File: config.mk
export PLATFORM = sky130hd
export DESIGN_NAME = flp_lock_guard
export DESIGN_NICKNAME = d
export VERILOG_FILES = /design/src/hw/flp_pkg.sv /design/src/hw/flp_reg_if.sv /design/src/hw/flp_apb_port.sv /design/src/hw/flp_lock_guard.sv /design/src/hw/flp_page_map.sv
export VERILOG_INCLUDE_DIRS = /design/src /design/src/hw
export SDC_FILE = /design/constraint.sdc
export NUM_CORES = 1
export LEC_CHECK = 0
export ABC_CLOCK_PERIOD_IN_PS = 3850
export BUFFER_PORTS_ARGS = -buffer_cell sky130_fd_sc_hd__buf_2
export CAP_MARGIN = 20
export CORE_UTILIZATION = 59
export DETAILED_ROUTE_END_ITERATION = 6
export HOLD_SLACK_MARGIN = 0.05
export PLACE_DENSITY = 0.84
export SYNTH_ARGS = -nofsm -noshare
export SYNTH_HDL_FRONTEND = slang
export SYNTH_SLANG_ARGS = --single-unit
File: constraint.sdc
create_clock -name CLK -period 3.85 [get_ports CLK]
set_input_delay 0.385 -clock CLK [delete_from_list [all_inputs] [get_ports CLK]]
set_output_delay 0.385 -clock CLK [all_outputs]
set_load 0.02 [all_outputs]
File: src/hw/flp_consts.svh
`ifndef FLP_CONSTS_SVH
`define FLP_CONSTS_SVH

// Code space map
`define FLP_APP_BASE 16'h0000
`define FLP_APP_SIZE 16'h4000
`define FLP_FCFG1_BASE 16'h4000
`define FLP_FCFG1_SIZE 16'h0280
`define FLP_FCFG2_BASE 16'h4400
`define FLP_FCFG2_SIZE 16'h0200
`define FLP_UCFG_BASE 16'h4600
`define FLP_UCFG_SIZE 16'h0200
`define FLP_ROM_BASE 16'h8000
`define FLP_ROM_SIZE 16'h8000
`define FLP_PAGE_LSB 9
`define FLP_PAGES 32
`define FLP_LINE_MASK 16'h003F

// Lock byte locations and slots
`define FLP_LA_FCFG1 16'h427F
`define FLP_LA_CODE_LO 16'h3FFE
`define FLP_LA_CODE_HI 16'h3FFF
`define FLP_LA_UCFG 16'h47FF
`define FLP_LA_FCFG2 16'h45FF
`define FLP_LK_FCFG1 3'h0
`define FLP_LK_CODE_LO 3'h1
`define FLP_LK_CODE_HI 3'h2
`define FLP_LK_UCFG 3'h3
`define FLP_LK_FCFG2 3'h4
`define FLP_LK_LAST 3'h4
`define FLP_UNLOCKED 8'hFF
`define FLP_LOCK_RST 8'h00

// Register indices (byte address is four times the index)
`define FLP_REG_LOCKS 3'h0
`define FLP_REG_STATUS 3'h1
`define FLP_REG_PMASK 3'h2
`define FLP_REG_VIOL 3'h3
`define FLP_REG_CTRL 3'h4
`define FLP_REG_LAST 3'h4
`define FLP_CTRL_LOG_RST 1'b1
`endif

File: src/hw/flp_pkg.sv
package flp_pkg;
    typedef enum logic [1:0]
    {
        FLP_ST_IDLE = 2'b00,
        FLP_ST_FETCH = 2'b01,
        FLP_ST_ACTIVE = 2'b10
    } flp_state_t;

    typedef enum logic [1:0]
    {
        FLP_OP_READ = 2'b00,
        FLP_OP_WRITE = 2'b01,
        FLP_OP_WIPE = 2'b10,
        FLP_OP_CHIP = 2'b11
    } flp_op_t;

    typedef enum logic [2:0]
    {
        FLP_RG_APP = 3'b000,
        FLP_RG_FCFG1 = 3'b001,
        FLP_RG_FCFG2 = 3'b010,
        FLP_RG_UCFG = 3'b011,
        FLP_RG_ROM = 3'b100,
        FLP_RG_NONE = 3'b101
    } flp_region_t;

    typedef struct packed {
        flp_state_t st;
        logic rd_en;
        logic [15:0] rd_addr;
        logic [2:0] ridx;
        logic pend;
        logic [2:0] pidx;
        logic [4:0][7:0] lock;
        logic viol;
        flp_op_t viol_op;
        logic viol_prog;
        logic [15:0] viol_addr;
        logic log_en;
    } flp_core_st_t;

    typedef struct packed {
        logic [31:0] prdata;
        logic slverr;
    } flp_apb_st_t;
endpackage

File: src/hw/flp_reg_if.sv
interface flp_reg_if;
    logic [2:0] idx;
    logic hit;
    logic wr;
    logic [31:0] wdata;
    logic [31:0] rdata;

    modport slave (output idx, output hit, output wr, output wdata, input rdata);
    modport core (input idx, input hit, input wr, input wdata, output rdata);
endinterface

File: src/hw/flp_apb_port.sv
`include "flp_consts.svh"

module flp_apb_port
    import flp_pkg::*;
#(
    parameter int AW = 8
)
(
    input wire logic clk,
    input wire logic rst_n,
    input wire logic psel,
    input wire logic penable,
    input wire logic pwrite,
    input wire logic [AW-1:0] paddr,
    input wire logic [31:0] pwdata,
    output logic [31:0] prdata,
    output logic pready,
    output logic pslverr,
    flp_reg_if.slave rif
);
    flp_apb_st_t s_r;
    flp_apb_st_t s_nxt;

    generate
        if (AW < 6 || AW > 16)
        begin : gen_bad_aw
            $error("flp_apb_port: AW must lie in 6..16");
        end
    endgenerate

    always_comb
    begin
        rif.idx = paddr[4:2];
        rif.hit = (paddr[AW-1:5] == '0) && (paddr[1:0] == 2'h0)
            && (paddr[4:2] <= `FLP_REG_LAST);
        rif.wr = psel && penable && pwrite && rif.hit;
        rif.wdata = pwdata;
        s_nxt = s_r;
        // Read data is fetched in setup so the access phase needs no wait
        if (psel && !penable)
        begin
            s_nxt.prdata = (rif.hit && !pwrite) ? rif.rdata : 32'h0000_0000;
            s_nxt.slverr = !rif.hit;
        end
    end

    always_ff @(posedge clk or negedge rst_n)
    begin
        if (!rst_n)
        begin
            s_r <= '0;
        end
        else
        begin
            s_r <= s_nxt;
        end
    end

    assign prdata = s_r.prdata;
    assign pslverr = s_r.slverr && psel && penable;
    assign pready = 1'b1;
endmodule

File: src/hw/flp_lock_guard.sv
`include "flp_consts.svh"

module flp_lock_guard
    import flp_pkg::*;
#(
    parameter int APB_AW = 8
)
(
    input wire logic CLK,
    input wire logic RST_N,
    input wire logic PSEL,
    input wire logic PENABLE,
    input wire logic PWRITE,
    input wire logic [APB_AW-1:0] PADDR,
    input wire logic [31:0] PWDATA,
    output logic [31:0] PRDATA,
    output logic PREADY,
    output logic PSLVERR,
    output logic FL_RD_EN,
    output logic [15:0] FL_RD_ADDR,
    input wire logic [7:0] FL_RD_DATA,
    input wire logic REQ_VALID,
    input wire logic [1:0] REQ_OP,
    input wire logic [15:0] REQ_ADDR,
    input wire logic REQ_PROG_MODE,
    input wire logic REQ_TEST_MODE,
    output logic REQ_READY,
    output logic ACC_GRANT,
    output logic ACC_DENY,
    output logic MODE_LIMITED
);
    flp_core_st_t s_r;
    flp_core_st_t s_nxt;
    flp_reg_if rif ();

    logic ready;
    logic [31:0] page_mask;
    logic code_active;
    logic code_invalid;
    flp_region_t region;
    flp_op_t op;
    logic [4:0] page;
    logic page_locked;
    logic line_ok;
    logic allow;
    logic fcfg1_open;
    logic fcfg2_open;
    logic ucfg_open;
    logic log_hit;

    generate
        if (APB_AW < 6 || APB_AW > 16)
        begin : gen_bad_aw
            $error("flp_lock_guard: APB_AW must lie in 6..16");
        end
    endgenerate

    flp_apb_port #(
        .AW(APB_AW)
    ) u_apb (
        .clk(CLK),
        .rst_n(RST_N),
        .psel(PSEL),
        .penable(PENABLE),
        .pwrite(PWRITE),
        .paddr(PADDR),
        .pwdata(PWDATA),
        .prdata(PRDATA),
        .pready(PREADY),
        .pslverr(PSLVERR),
        .rif(rif.slave)
    );

    flp_page_map u_pages (
        .lock_lo(s_r.lock[`FLP_LK_CODE_LO]),
        .lock_hi(s_r.lock[`FLP_LK_CODE_HI]),
        .mask(page_mask),
        .active(code_active),
        .invalid(code_invalid)
    );

    // Each lock byte sits at the end of the sector it guards; the two code locks take its last two bytes
    function automatic logic [15:0] lock_loc(input logic [2:0] slot);
        logic [15:0] a;
        a = `FLP_LA_FCFG1;
        case (slot)
            `FLP_LK_FCFG1: a = `FLP_LA_FCFG1;
            `FLP_LK_CODE_LO: a = `FLP_LA_CODE_LO;
            `FLP_LK_CODE_HI: a = `FLP_LA_CODE_HI;
            `FLP_LK_UCFG: a = `FLP_LA_UCFG;
            `FLP_LK_FCFG2: a = `FLP_LA_FCFG2;
            default: a = `FLP_LA_FCFG1;
        endcase
        return a;
    endfunction

    function automatic logic in_range(input logic [15:0] a, input logic [15:0] base,
        input logic [15:0] size);
        logic [16:0] top;
        top = {1'b0, base} + {1'b0, size};
        return ({1'b0, a} >= {1'b0, base}) && ({1'b0, a} < top);
    endfunction

    assign ready = (s_r.st == FLP_ST_ACTIVE);
    assign op = flp_op_t'(REQ_OP);

    // Address map of the code space
    always_comb
    begin
        if (in_range(REQ_ADDR, `FLP_APP_BASE, `FLP_APP_SIZE))
        begin
            region = FLP_RG_APP;
        end
        else if (in_range(REQ_ADDR, `FLP_FCFG1_BASE, `FLP_FCFG1_SIZE))
        begin
            region = FLP_RG_FCFG1;
        end
        else if (in_range(REQ_ADDR, `FLP_FCFG2_BASE, `FLP_FCFG2_SIZE))
        begin
            region = FLP_RG_FCFG2;
        end
        else if (in_range(REQ_ADDR, `FLP_UCFG_BASE, `FLP_UCFG_SIZE))
        begin
            region = FLP_RG_UCFG;
        end
        else if (in_range(REQ_ADDR, `FLP_ROM_BASE, `FLP_ROM_SIZE))
        begin
            region = FLP_RG_ROM;
        end
        else
        begin
            region = FLP_RG_NONE;
        end
    end

    assign page = REQ_ADDR[`FLP_PAGE_LSB +: 5];
    assign page_locked = page_mask[page];
    // Program mode writes whole 64-byte lines only
    assign line_ok = !REQ_PROG_MODE || ((REQ_ADDR & `FLP_LINE_MASK) == 16'h0000);
    assign fcfg1_open = (s_r.lock[`FLP_LK_FCFG1] == `FLP_UNLOCKED);
    assign fcfg2_open = (s_r.lock[`FLP_LK_FCFG2] == `FLP_UNLOCKED);
    assign ucfg_open = (s_r.lock[`FLP_LK_UCFG] == `FLP_UNLOCKED);

    // Permission check against the reset-time lock copy
    always_comb
    begin
        allow = 1'b0;
        case (region)
            FLP_RG_APP:
            begin
                case (op)
                    // Read-out refused to the programming path on locked pages
                    FLP_OP_READ: allow = !(REQ_PROG_MODE && page_locked);
                    FLP_OP_WRITE: allow = !page_locked && line_ok;
                    // Sector erase wipes the whole sector, so any locked page refuses it outside test mode
                    FLP_OP_WIPE: allow = REQ_TEST_MODE || (page_mask == 32'h0000_0000);
                    FLP_OP_CHIP: allow = REQ_PROG_MODE;
                    default: allow = 1'b0;
                endcase
            end
            FLP_RG_FCFG1:
            begin
                // Factory data never changes; reads follow its own lock
                allow = (op == FLP_OP_READ) && fcfg1_open;
            end
            FLP_RG_FCFG2:
            begin
                allow = (op == FLP_OP_READ) && fcfg2_open;
            end
            FLP_RG_UCFG:
            begin
                case (op)
                    FLP_OP_READ: allow = 1'b1;
                    // Follows its own lock in either mode, lock byte location included
                    FLP_OP_WRITE: allow = ucfg_open && line_ok;
                    FLP_OP_WIPE: allow = ucfg_open || REQ_TEST_MODE;
                    FLP_OP_CHIP: allow = REQ_PROG_MODE;
                    default: allow = 1'b0;
                endcase
            end
            FLP_RG_ROM:
            begin
                allow = (op == FLP_OP_READ);
            end
            default:
            begin
                allow = 1'b0;
            end
        endcase
    end

    // Refused operations never reach the array; the requester sees a deny
    assign REQ_READY = ready;
    assign ACC_GRANT = REQ_VALID && ready && allow;
    assign ACC_DENY = REQ_VALID && ready && !allow;
    assign MODE_LIMITED = ready && code_active;
    assign FL_RD_EN = s_r.rd_en;
    assign FL_RD_ADDR = s_r.rd_addr;
    assign log_hit = ACC_DENY && s_r.log_en;

    // Register read view
    always_comb
    begin
        rif.rdata = 32'h0000_0000;
        case (rif.idx)
            `FLP_REG_LOCKS:
            begin
                rif.rdata = {s_r.lock[`FLP_LK_UCFG], s_r.lock[`FLP_LK_CODE_HI],
                    s_r.lock[`FLP_LK_CODE_LO], s_r.lock[`FLP_LK_FCFG1]};
            end
            `FLP_REG_STATUS:
            begin
                rif.rdata = {20'h00000, MODE_LIMITED, code_invalid, code_active, ready,
                    s_r.lock[`FLP_LK_FCFG2]};
            end
            `FLP_REG_PMASK:
            begin
                rif.rdata = ready ? page_mask : 32'h0000_0000;
            end
            `FLP_REG_VIOL:
            begin
                rif.rdata = {s_r.viol_addr, 12'h000, s_r.viol_prog, s_r.viol_op, s_r.viol};
            end
            `FLP_REG_CTRL:
            begin
                rif.rdata = {31'h0000_0000, s_r.log_en};
            end
            default:
            begin
                rif.rdata = 32'h0000_0000;
            end
        endcase
    end

    // Next state
    always_comb
    begin
        s_nxt = s_r;
        s_nxt.pend = s_r.rd_en;
        s_nxt.pidx = s_r.ridx;
        case (s_r.st)
            FLP_ST_IDLE:
            begin
                s_nxt.st = FLP_ST_FETCH;
                s_nxt.rd_en = 1'b1;
                s_nxt.ridx = 3'h0;
                s_nxt.rd_addr = lock_loc(3'h0);
            end
            FLP_ST_FETCH:
            begin
                if (s_r.rd_en && (s_r.ridx != `FLP_LK_LAST))
                begin
                    s_nxt.ridx = s_r.ridx + 3'h1;
                    s_nxt.rd_addr = lock_loc(s_r.ridx + 3'h1);
                end
                else
                begin
                    s_nxt.rd_en = 1'b0;
                end
                // Flash answers one cycle after it takes the address
                if (s_r.pend)
                begin
                    s_nxt.lock[s_r.pidx] = FL_RD_DATA;
                    if (s_r.pidx == `FLP_LK_LAST)
                    begin
                        s_nxt.st = FLP_ST_ACTIVE;
                    end
                end
            end
            FLP_ST_ACTIVE:
            begin
                // Locks stay frozen here; new flash values need a reset
                s_nxt.rd_en = 1'b0;
            end
            default:
            begin
                s_nxt.st = FLP_ST_IDLE;
                s_nxt.rd_en = 1'b0;
            end
        endcase

        if (rif.wr && (rif.idx == `FLP_REG_CTRL))
        begin
            s_nxt.log_en = rif.wdata[0];
        end
        if (rif.wr && (rif.idx == `FLP_REG_VIOL) && rif.wdata[0])
        begin
            s_nxt.viol = 1'b0;
        end
        // A deny in the clearing cycle still sets the flag
        if (log_hit)
        begin
            s_nxt.viol = 1'b1;
            s_nxt.viol_op = op;
            s_nxt.viol_prog = REQ_PROG_MODE;
            s_nxt.viol_addr = REQ_ADDR;
        end
    end

    always_ff @(posedge CLK or negedge RST_N)
    begin
        if (!RST_N)
        begin
            s_r.st <= FLP_ST_IDLE;
            s_r.rd_en <= 1'b0;
            s_r.rd_addr <= 16'h0000;
            s_r.ridx <= 3'h0;
            s_r.pend <= 1'b0;
            s_r.pidx <= 3'h0;
            s_r.lock <= {5{`FLP_LOCK_RST}};
            s_r.viol <= 1'b0;
            s_r.viol_op <= FLP_OP_READ;
            s_r.viol_prog <= 1'b0;
            s_r.viol_addr <= 16'h0000;
            s_r.log_en <= `FLP_CTRL_LOG_RST;
        end
        else
        begin
            s_r <= s_nxt;
        end
    end
endmodule

File: src/hw/flp_page_map.sv
`include "flp_consts.svh"

module flp_page_map
(
    input wire logic [7:0] lock_lo,
    input wire logic [7:0] lock_hi,
    output logic [31:0] mask,
    output logic active,
    output logic invalid
);
    logic lo_on;
    logic hi_on;
    logic [7:0] lo_cnt;
    logic [7:0] hi_cnt;

    assign lo_on = (lock_lo != `FLP_UNLOCKED);
    assign hi_on = (lock_hi != `FLP_UNLOCKED);
    // Decrement count below FF gives the number of pages covered
    assign lo_cnt = `FLP_UNLOCKED - lock_lo;
    assign hi_cnt = `FLP_UNLOCKED - lock_hi;
    assign active = lo_on || hi_on;
    // Codes 00..7F are forbidden; they lock everything to fail safe
    assign invalid = (lo_on && !lock_lo[7]) || (hi_on && !lock_hi[7]);

    generate
        for (genvar g = 0; g < `FLP_PAGES; g++)
        begin : gen_page
            localparam logic [7:0] PG = 8'(g);
            localparam logic [7:0] PG_TOP = 8'(`FLP_PAGES - 1 - g);
            logic by_lo;
            logic by_hi;
            assign by_lo = lo_on && (!lock_lo[7] || (PG < lo_cnt));
            assign by_hi = hi_on && (!lock_hi[7] || (PG_TOP < hi_cnt));
            // Top page is always covered once any code lock is set
            assign mask[g] = by_lo || by_hi || (active && (PG_TOP == 8'h00));
        end
    endgenerate
endmodule

==> results of run 1 <==
[final cells by class]
class / count / area, um^2
multi-input cells: 446 / 3190
fillers: 893 / 3870
inverters: 16 / 60.1
flip-flops and latches: 110 / 2760
clock inverters: 6 / 104
well taps: 140 / 175
clock buffers: 10 / 128
repair buffers: 111 / 601
[state kept, by name, indices dropped and copies added, names as in the netlist]
| signal | count |
|---|---|
| s_r | 67 |
| u_apb.prdata | 32 |
| FL_RD_ADDR | 6 |
| s_nxt | 3 |
| FL_RD_EN | 1 |
| u_apb.s_r | 1 |
[worst max-delay path by stage]
stage | cells after the start | end | start
after global placement | 9 | ACC_GRANT | s_r[44]$_DFFE_PN0P_
after CTS | 9 | ACC_GRANT | s_r[44]$_DFFE_PN0P_
after floorplan | 10 | ACC_GRANT | s_r[41]$_DFFE_PN0P_
final | 9 | ACC_GRANT | s_r[31]$_DFFE_PN0P_
after detailed placement | 8 | s_r[5]$_DFFE_PN0P_ | s_r[36]$_DFFE_PN0P_
after global routing | 9 | ACC_GRANT | s_r[44]$_DFFE_PN0P_
[layout by cell type (no fill, tap or decap), types with 10 or more instances in the layout]
cell and count:
a22o_1 14, buf_4 16, nand3_1 10, buf_2 94, nor3_1 13, dfrtp_1 106
nand2_1 50, inv_1 16, mux2_2 55, nand4_1 11, a21oi_1 33, o21ai_0 48
nor2_1 35
[per-layer routing]
layer | vias to the layer above | GRT usage
met5 | - | 0
met4 | 0 | 0.150
met3 | 65 | 0.0621
met2 | 373 | 0.529
met1 | 2732 | 0.463
li1 | 2461 | -
[repair_timing]
action,CTS,global route
endpoints found under the hold margin,35,0
setup buffers,0,0
setup endpoints to repair,0,2
resized for setup,0,7
hold buffers,1,0
[power breakdown]
group,internal [uW],switching (uW),leakage (uW)
Clock,379,423,0.000112
Combinational,116,188,0.00162
Sequential,1190,52.0,0.00138
Total,1690,663,0.00312
[per-stage QoR]
step,util,total power [uW],cells,worst slack (ns),area [um^2]
after global routing,0.644,2430,839,0.0243,7020
final,0.644,2350,839,0.0707,7020
after floorplan,-,1440,665,1.10,6640
after detailed placement,0.620,1560,822,0.562,6760
after global placement,0.620,1550,822,0.512,6760
after CTS,0.643,2360,839,0.113,7000
[cell families after synthesis]
family,share of synthesized area
buffers and inverters,0.107
AOI/OAI and AO/OA,0.193
muxes,0.127
DFF,0.415
xor gates and xnor gates,0.00132
other,0.00113
adders and majority gates,0.0106
and+or+nand+nor,0.145
==> flow_summary.yaml, run 1 <==
run_status:
  run_status: "complete, no violations"
logic_synthesis:
  ys_ff_latch: 110
  synthCells: 665
  yosysWarnings: 0
  synth_cell_type_count: 79
  ys.flop_type: "dfrtp_1"
  syn-mean-instance-area_um2: 9.98
  synth-edff-count: 0
  yosys-top-cells-count: "dfrtp_1 (109), mux2_2 (55), buf_4 (50), nand2_1 (50), o21ai_0 (48)"
  ys_seq_area_frac: 0.415
  netlist_area_um2: 6640
  async_flop_share: 1.00
  synth_top_area_cell: "dfrtp_1"
  netlist.area_leader.share: 0.411
  synth_nets: 743
  synth.area.top_cells: "dfrtp_1 (41%), mux2_2 (9.3%), buf_4 (5.7%)"
  yosysMostFrequentCell: "dfrtp_1"
floorplan:
  start_util: 0.609
  die_area_um2: 11700
  core-area_um2: 10900
  die_y_um: 108
  rows: 38
  die_width_um: 108
  io_pins: 129
hold_path:
  min_path_type: "in2reg"
  whs_path_depth: 2
  whs_endpoint: "s_r[7]$_DFFE_PN0P_"
  hold_start: "REQ_ADDR[6]"
timing:
  max_slew_margin: 0.335
  fin_crit_sh: 0.982
  max_freq_mhz: 265
  tns_ns: 0
  worst_pin_slew_ns: 0.990
  holdWs_ns: 0.229
  period_needed_ns: 3.78
  hold_viol_final: 0
  clock_skew_ns: 0.0186
  setup_viol: 0
  rsz0062_at_grt: "false"
  slew_viol_final: 0
power:
  p_per_area_nw_per_um2: 335
  peakVddDrop_v: 0.000358
  leakagePower_uw: 0.00312
worst_setup_path:
  critical_path_class: "reg2out"
  reg2reg_depth: 9
  end_kind: "output pin"
  cp-start-kind: "flip-flop"
  path_buf_inv: 1
  critPathMaxFanout: 14
  cpMaxStageDelayCell: "dfrtp_1"
  cp_top_family: "compound AO/OA/AOI/OAI gates"
  cpPeakStageDelay_ns: 0.75
  crit_top_cell: "a21oi_1"
  crit_required_ns: 3.46
  worstReg2RegStart: "s_r[31]$_DFFE_PN0P_"
  path_cells: "o21ai_0, or3_1, o32a_1, a21oi_1, o211ai_2, o211ai_4, nand2_1, a21oi_1, buf_2"
  r2r-end: "s_r[5]$_DFFE_PN0P_"
  cp_data_arrival_time_ns: 3.39
  r2r_slack_ns: 0.44
placed_design:
  port_buffers: 95
  hpwl_mm: 13.6
  routabilityCongestion: 1.00
route:
  route.detailed.drc: 0
  top_layer: "met4"
  drt_iter0_drc: 676
  routed-wl-met3_mm: 1.76
  drt_wl_total_mm: 18.9
  wl_met2_mm: 8.78
  num_vias: 5631
  avgRoutedWirePerCell_um: 22.5
  vias_per_cell: 6.71
  drtPass1Iterations: 5
  wl_met1_mm: 7.72
  antenna_left: 0
grt:
  gr-total-overflow: 0
  antenna_found_initial: 0
  grt_pass1_vias: 5351
  grt_pass1_wl_mm: 29.5
  grt_max_degree: 40
  grtUsageTotal: 0.339
cts:
  path_clk_slew_ns: 0.11
  clock_latency_ns: 0.40
  cts.sinks: 110
  cts_buffers: 9
  cts-htree-levels: 3
  cts_root_buffer: "clkbuf_8"
  clk_path_buf_depth: 2
  cts_tree: "built"
finish:
  nNetsFinal: 772
  drive_above_1_share: 0.309
  syn2layout_area_growth_pct: 5.75
  antennaDiodeCount: 0
flow_run:
  cap_violations: 0
(Power assumes the default switching activity.)
==> run 2, diff against run 1 <==
Settings changed: CORE_UTILIZATION 59 to 45, PLACE_DENSITY 0.84 to 0.67.
==> run 2 against run 1 <==
Net effect: the flow now finishes with violations (DRC); critical path depth did not move; first-iteration DRC count fell by 29%; global-route usage fell by 6.5 points; non-clock buffer count rose by 5; final cell count rose by 5.8%; clock skew fell by 0.0086 ns; setup slack improved by 0.099 ns; maximum frequency rose by 2.7%; critical endpoint unchanged; largest cell class unchanged; hold slack got worse by 0.18 ns; critical path type unchanged; sequential share of layout area fell by 0.76 points.
==> flow_summary.yaml, run 2 (synthesis gave the netlist of run 1 again) <==
cts:
  clk_path_buf_depth: 2
  path_clk_slew_ns: 0.08
  cts-htree-levels: 3
  clock_latency_ns: 0.36
  cts_buffers: 9
  holdBufCountCts: 0
  cts_root_buffer: "clkbuf_16"
  cts.sinks: 110
  cts_tree: "built"
timing:
  holdWs_ns: 0.0448
  setup_viol: 0
  fin_ws_ns: 0.170
  rsz0062_at_grt: "false"
  clock_skew_ns: 0.0100
  max_slew_margin: 0.281
  hold_viol_final: 0
  slew_viol_final: 0
  tns_ns: 0
  worst_pin_slew_ns: 1.07
  period_needed_ns: 3.68
  max_freq_mhz: 272
  fin_crit_sh: 0.956
power:
  p_sw_frac: 0.288
  p_comb_frac: 0.122
  peakVddDrop_v: 0.000287
  leakagePower_uw: 0.00317
  pwr-share-seq: 0.504
  p_per_area_nw_per_um2: 347
  power.switching_uw: 712
  intPower_uw: 1770
  p_clk_frac: 0.374
grt:
  grtUsageTotal: 0.275
  grt_max_degree: 55
  grt_pass1_wl_mm: 30.8
  use_met1: 0.364
  use_met2: 0.438
  grt_pass1_vias: 5446
  gr-total-overflow: 0
  gr-usage-met3: 0.0678
  grt-busiest-layer: "met2"
  antenna_found_initial: 0
placed_design:
  postPlaceCellArea_um2: 6860
  routabilityCongestion: 0.956
  pre_cts_ws_ns: 0.532
  hpwl_mm: 14.6
  port_buffers: 95
  numPlacedInstances: 872
worst_setup_path:
  critical_path_class: "reg2out"
  cp-start-kind: "flip-flop"
  r2r-end: "s_r[5]$_DFFE_PN0P_"
  critPathMaxFanout: 9
  reg2reg_depth: 8
  end_kind: "output pin"
  crit_required_ns: 3.46
  cp_data_arrival_time_ns: 3.30
  worstReg2RegStart: "s_r[32]$_DFFE_PN0P_"
  r2r_slack_ns: 0.46
finish:
  antennaDiodeCount: 0
  fin_area_um2: 7150
  largest_reg_flops: 67
  largest-register: "s_r"
  layout_common_cells: "dfrtp_1 (108), buf_2 (94), mux2_2 (55), nand2_1 (50), o21ai_0 (48)"
  nNetsFinal: 777
  syn2layout_area_growth_pct: 7.73
  final_common_cell: "dfrtp_1"
  drive_above_1_share: 0.310
  fin_cells: 888
route:
  drtPass1Iterations: 7
  vias_per_cell: 6.24
  drt_iter0_drc: 477
  antenna_left: 0
  avgRoutedWirePerCell_um: 22.2
  drt_wl_total_mm: 19.7
  route.detailed.drc: 1
  num_vias: 5537
flow_run:
  cap_violations: 0
floorplan:
  rows: 44
  die_area_um2: 15200
  die_width_um: 123
  die_y_um: 123
  io_pins: 129
  start_util: 0.458
  core-area_um2: 14500
run_status:
  run_status: "finished, violations left"
  violations: "DRC"
hold_path:
  min_path_type: "in2async"
## run 2: worst max path at each step
stage / start / end / slack (ns) / cells after the start
after global placement: s_r[30]$_DFFE_PN0P_ / s_r[2]$_DFFE_PN0P_ / 0.54 / 8
after floorplan: s_r[41]$_DFFE_PN0P_ / ACC_GRANT / 1.10 / 10
after global routing: s_r[44]$_DFFE_PN0P_ / ACC_GRANT / 0.01 / 9
after CTS: s_r[30]$_DFFE_PN0P_ / ACC_GRANT / 0.17 / 9
final: s_r[36]$_DFFE_PN0P_ / ACC_GRANT / 0.17 / 9
after detailed placement: s_r[30]$_DFFE_PN0P_ / s_r[5]$_DFFE_PN0P_ / 0.53 / 8
## run 2: power groups by stage
stage          Clock (uW)  Sequential, uW  Combinational, uW
4_1_cts               955            1240                302
2_1_floorplan           0            1240                199
3_3_place_gp            0            1270                295
6_report              927            1250                303
3_5_place_dp            0            1270                301
5_1_grt              1000            1250                331
## run 2: worst max-delay path, stage by stage, from the launching register on
cell      delay (ns)
dfrtp_1         0.59
nand4_4         0.16
or2_0           0.42
o31ai_1         0.37
o221ai_1        0.19
o32a_1          0.41
o211ai_4        0.28
nand2_1         0.11
a21oi_1         0.20
buf_2           0.20
## run 2: cell type report
class / instances / area, um^2
Clock buffer: 9 / 225
Clock inverter: 7 / 66.3
Fill cell: 1379 / 7330
Inverter: 16 / 60.1
Multi-Input combinational cell: 446 / 3180
Sequential cell: 110 / 2760
Tap cell: 184 / 230
Timing Repair Buffer: 116 / 636
## run 2: what timing repair did
item	in CTS	in global routing
gates resized for setup	0	1
buffers inserted	0	0
setup endpoints to repair	0	2
## run 2: routing by layer
layer	up-vias	share of wire	wire length [um]
met5	-	0	0
met4	0	0.023	446
met3	37	0.087	1720
met2	267	0.48	9420
met1	2747	0.41	8110
li1	2486	-	-
## run 2: stage by stage
stage                     power (uW)   util
after global placement          1560  0.473
after floorplan                 1440      -
after detailed placement        1570  0.473
final                           2480  0.494
after CTS                       2500  0.494
after global routing            2580  0.494
==> run 3, diff against run 2 <==
Settings changed: RECOVER_POWER from default to 25.
==> run 3 against run 2 <==
Net effect: the run ends with capacitance limit, slew limit left; final cell count stayed put; global-route usage unchanged; register-to-register slack barely moved; maximum frequency decreased by 1.7%; non-clock buffer count is the same; core utilization down 0.052 points; clock power is essentially flat; hold slack gained 0.21 ns; critical path type unchanged; highest routed layer unchanged.
==> flow_summary.yaml, run 3 (synthesis gave the netlist of run 1 again) <==
finish:
  antennaDiodeCount: 0
  fin_cells: 888
  fin_area_um2: 7140
  largest_reg_flops: 67
  nNetsFinal: 777
  drive_above_1_share: 0.307
  largest-register: "s_r"
  final_common_cell: "dfrtp_1"
  layout_common_cells: "dfrtp_1 (108), buf_2 (94), mux2_2 (55), nand2_1 (50), o21ai_0 (48)"
  syn2layout_area_growth_pct: 7.62
worst_setup_path:
  r2r_slack_ns: 0.47
  critPathMaxFanout: 9
  worstReg2RegStart: "s_r[32]$_DFFE_PN0P_"
  end_kind: "output pin"
  reg2reg_depth: 8
  crit_required_ns: 3.46
  cp_data_arrival_time_ns: 3.36
  r2r-end: "s_r[5]$_DFFE_PN0P_"
  cp-start-kind: "flip-flop"
  critical_path_class: "reg2out"
floorplan:
  die_area_um2: 15200
  io_pins: 129
  core-area_um2: 14500
  die_width_um: 123
  start_util: 0.458
  die_y_um: 123
  rows: 44
run_status:
  violations: "capacitance limit, slew limit"
  run_status: "finished, violations left"
power:
  peakVddDrop_v: 0.000287
  p_sw_frac: 0.288
  p_comb_frac: 0.122
  power.switching_uw: 714
  pwr-share-seq: 0.503
  leakagePower_uw: 0.00317
  p_per_area_nw_per_um2: 347
  p_clk_frac: 0.375
  intPower_uw: 1760
route:
  antenna_left: 0
  vias_per_cell: 6.26
  drt_wl_total_mm: 19.7
  num_vias: 5563
  drtPass1Iterations: 7
  avgRoutedWirePerCell_um: 22.2
  route.detailed.drc: 0
  drt_iter0_drc: 477
timing:
  fin_crit_sh: 0.973
  period_needed_ns: 3.75
  max_slew_margin: -0.930
  clock_skew_ns: 0.0104
  max_freq_mhz: 267
  slew_viol_final: 55
  hold_viol_final: 0
  tns_ns: 0
  rsz0062_at_grt: "false"
  worst_pin_slew_ns: 2.89
  setup_viol: 0
grt:
  grt_max_degree: 55
  grt_pass1_vias: 5446
  grtUsageTotal: 0.275
  gr-total-overflow: 0
  grt_pass1_wl_mm: 30.8
  antenna_found_initial: 0
placed_design:
  hpwl_mm: 14.6
  numPlacedInstances: 872
  port_buffers: 95
  routabilityCongestion: 0.956
  postPlaceCellArea_um2: 6860
hold_path:
  whs_endpoint: "s_r[7]$_DFFE_PN0P_"
  hold_start: "REQ_ADDR[6]"
  whs_path_depth: 2
  min_path_type: "in2reg"
cts:
  cts-htree-levels: 3
  cts_tree: "built"
  cts_buffers: 9
  path_clk_slew_ns: 0.08
  cts_root_buffer: "clkbuf_16"
  clk_path_buf_depth: 2
  cts_setup_buffers: 0
  cts.sinks: 110
  clock_latency_ns: 0.37
flow_run:
  cap_violations: 1
run 3: changes by cell type in the layout (fill, tap and decap cells not counted):
cell / before / now
buf_4: 22 / 20
clkbuf_1: 0 / 2
run 3: cell type report:
class	instances	area, um^2
Clock buffer	9	225
Clock inverter	7	66.3
Fill cell	1378	7340
Inverter	16	60.1
Multi-Input combinational cell	446	3180
Sequential cell	110	2760
Tap cell	184	230
Timing Repair Buffer	116	628
run 3: critical path, stage by stage (launching register included):
cell	delay [ns]
dfrtp_1	0.58
nand4_4	0.16
or2_0	0.43
o31ai_1	0.39
o221ai_1	0.19
o32a_1	0.41
o211ai_4	0.28
nand2_1	0.11
a21oi_1	0.23
buf_2	0.21
run 3: layer usage:
layer / share of wire / global-route usage
met1: 0.42 / 0.364
met2: 0.48 / 0.438
met3: 0.083 / 0.0678
met4: 0.022 / 0.0911
met5: 0 / 0
run 3: worst max path at each step:
stage,from,to,slack [ns],cells past startpoint
4_1_cts,s_r[30]$_DFFE_PN0P_,ACC_GRANT,0.17,9
3_3_place_gp,s_r[30]$_DFFE_PN0P_,s_r[2]$_DFFE_PN0P_,0.54,8
2_1_floorplan,s_r[41]$_DFFE_PN0P_,ACC_GRANT,1.10,10
6_report,s_r[36]$_DFFE_PN0P_,ACC_GRANT,0.10,9
3_5_place_dp,s_r[30]$_DFFE_PN0P_,s_r[5]$_DFFE_PN0P_,0.53,8
5_1_grt,s_r[44]$_DFFE_PN0P_,ACC_GRANT,0.01,9
run 3: repair_timing:
item | in CTS | in global routing
hold buffers | 0 | 0
setup endpoints to repair | 0 | 2
resized for setup | 0 | 1
run 3: power groups by stage:
stage	sequential (uW)	clock, uW	combinational [uW]
final	1250	929	302
after global placement	1270	0	295
after detailed placement	1270	0	301
after CTS	1240	955	302
after floorplan	1240	0	199
after global routing	1250	1000	330
run 3: stage by stage:
step,utilization,power [uW],hold WS [ns],setup WS (ns)
2_1_floorplan,-,1440,0.0894,1.10
3_3_place_gp,0.473,1560,0.400,0.543
3_5_place_dp,0.473,1570,0.421,0.532
4_1_cts,0.494,2500,0.0690,0.175
5_1_grt,0.493,2580,0.244,0.0131
6_report,0.493,2480,0.258,0.105
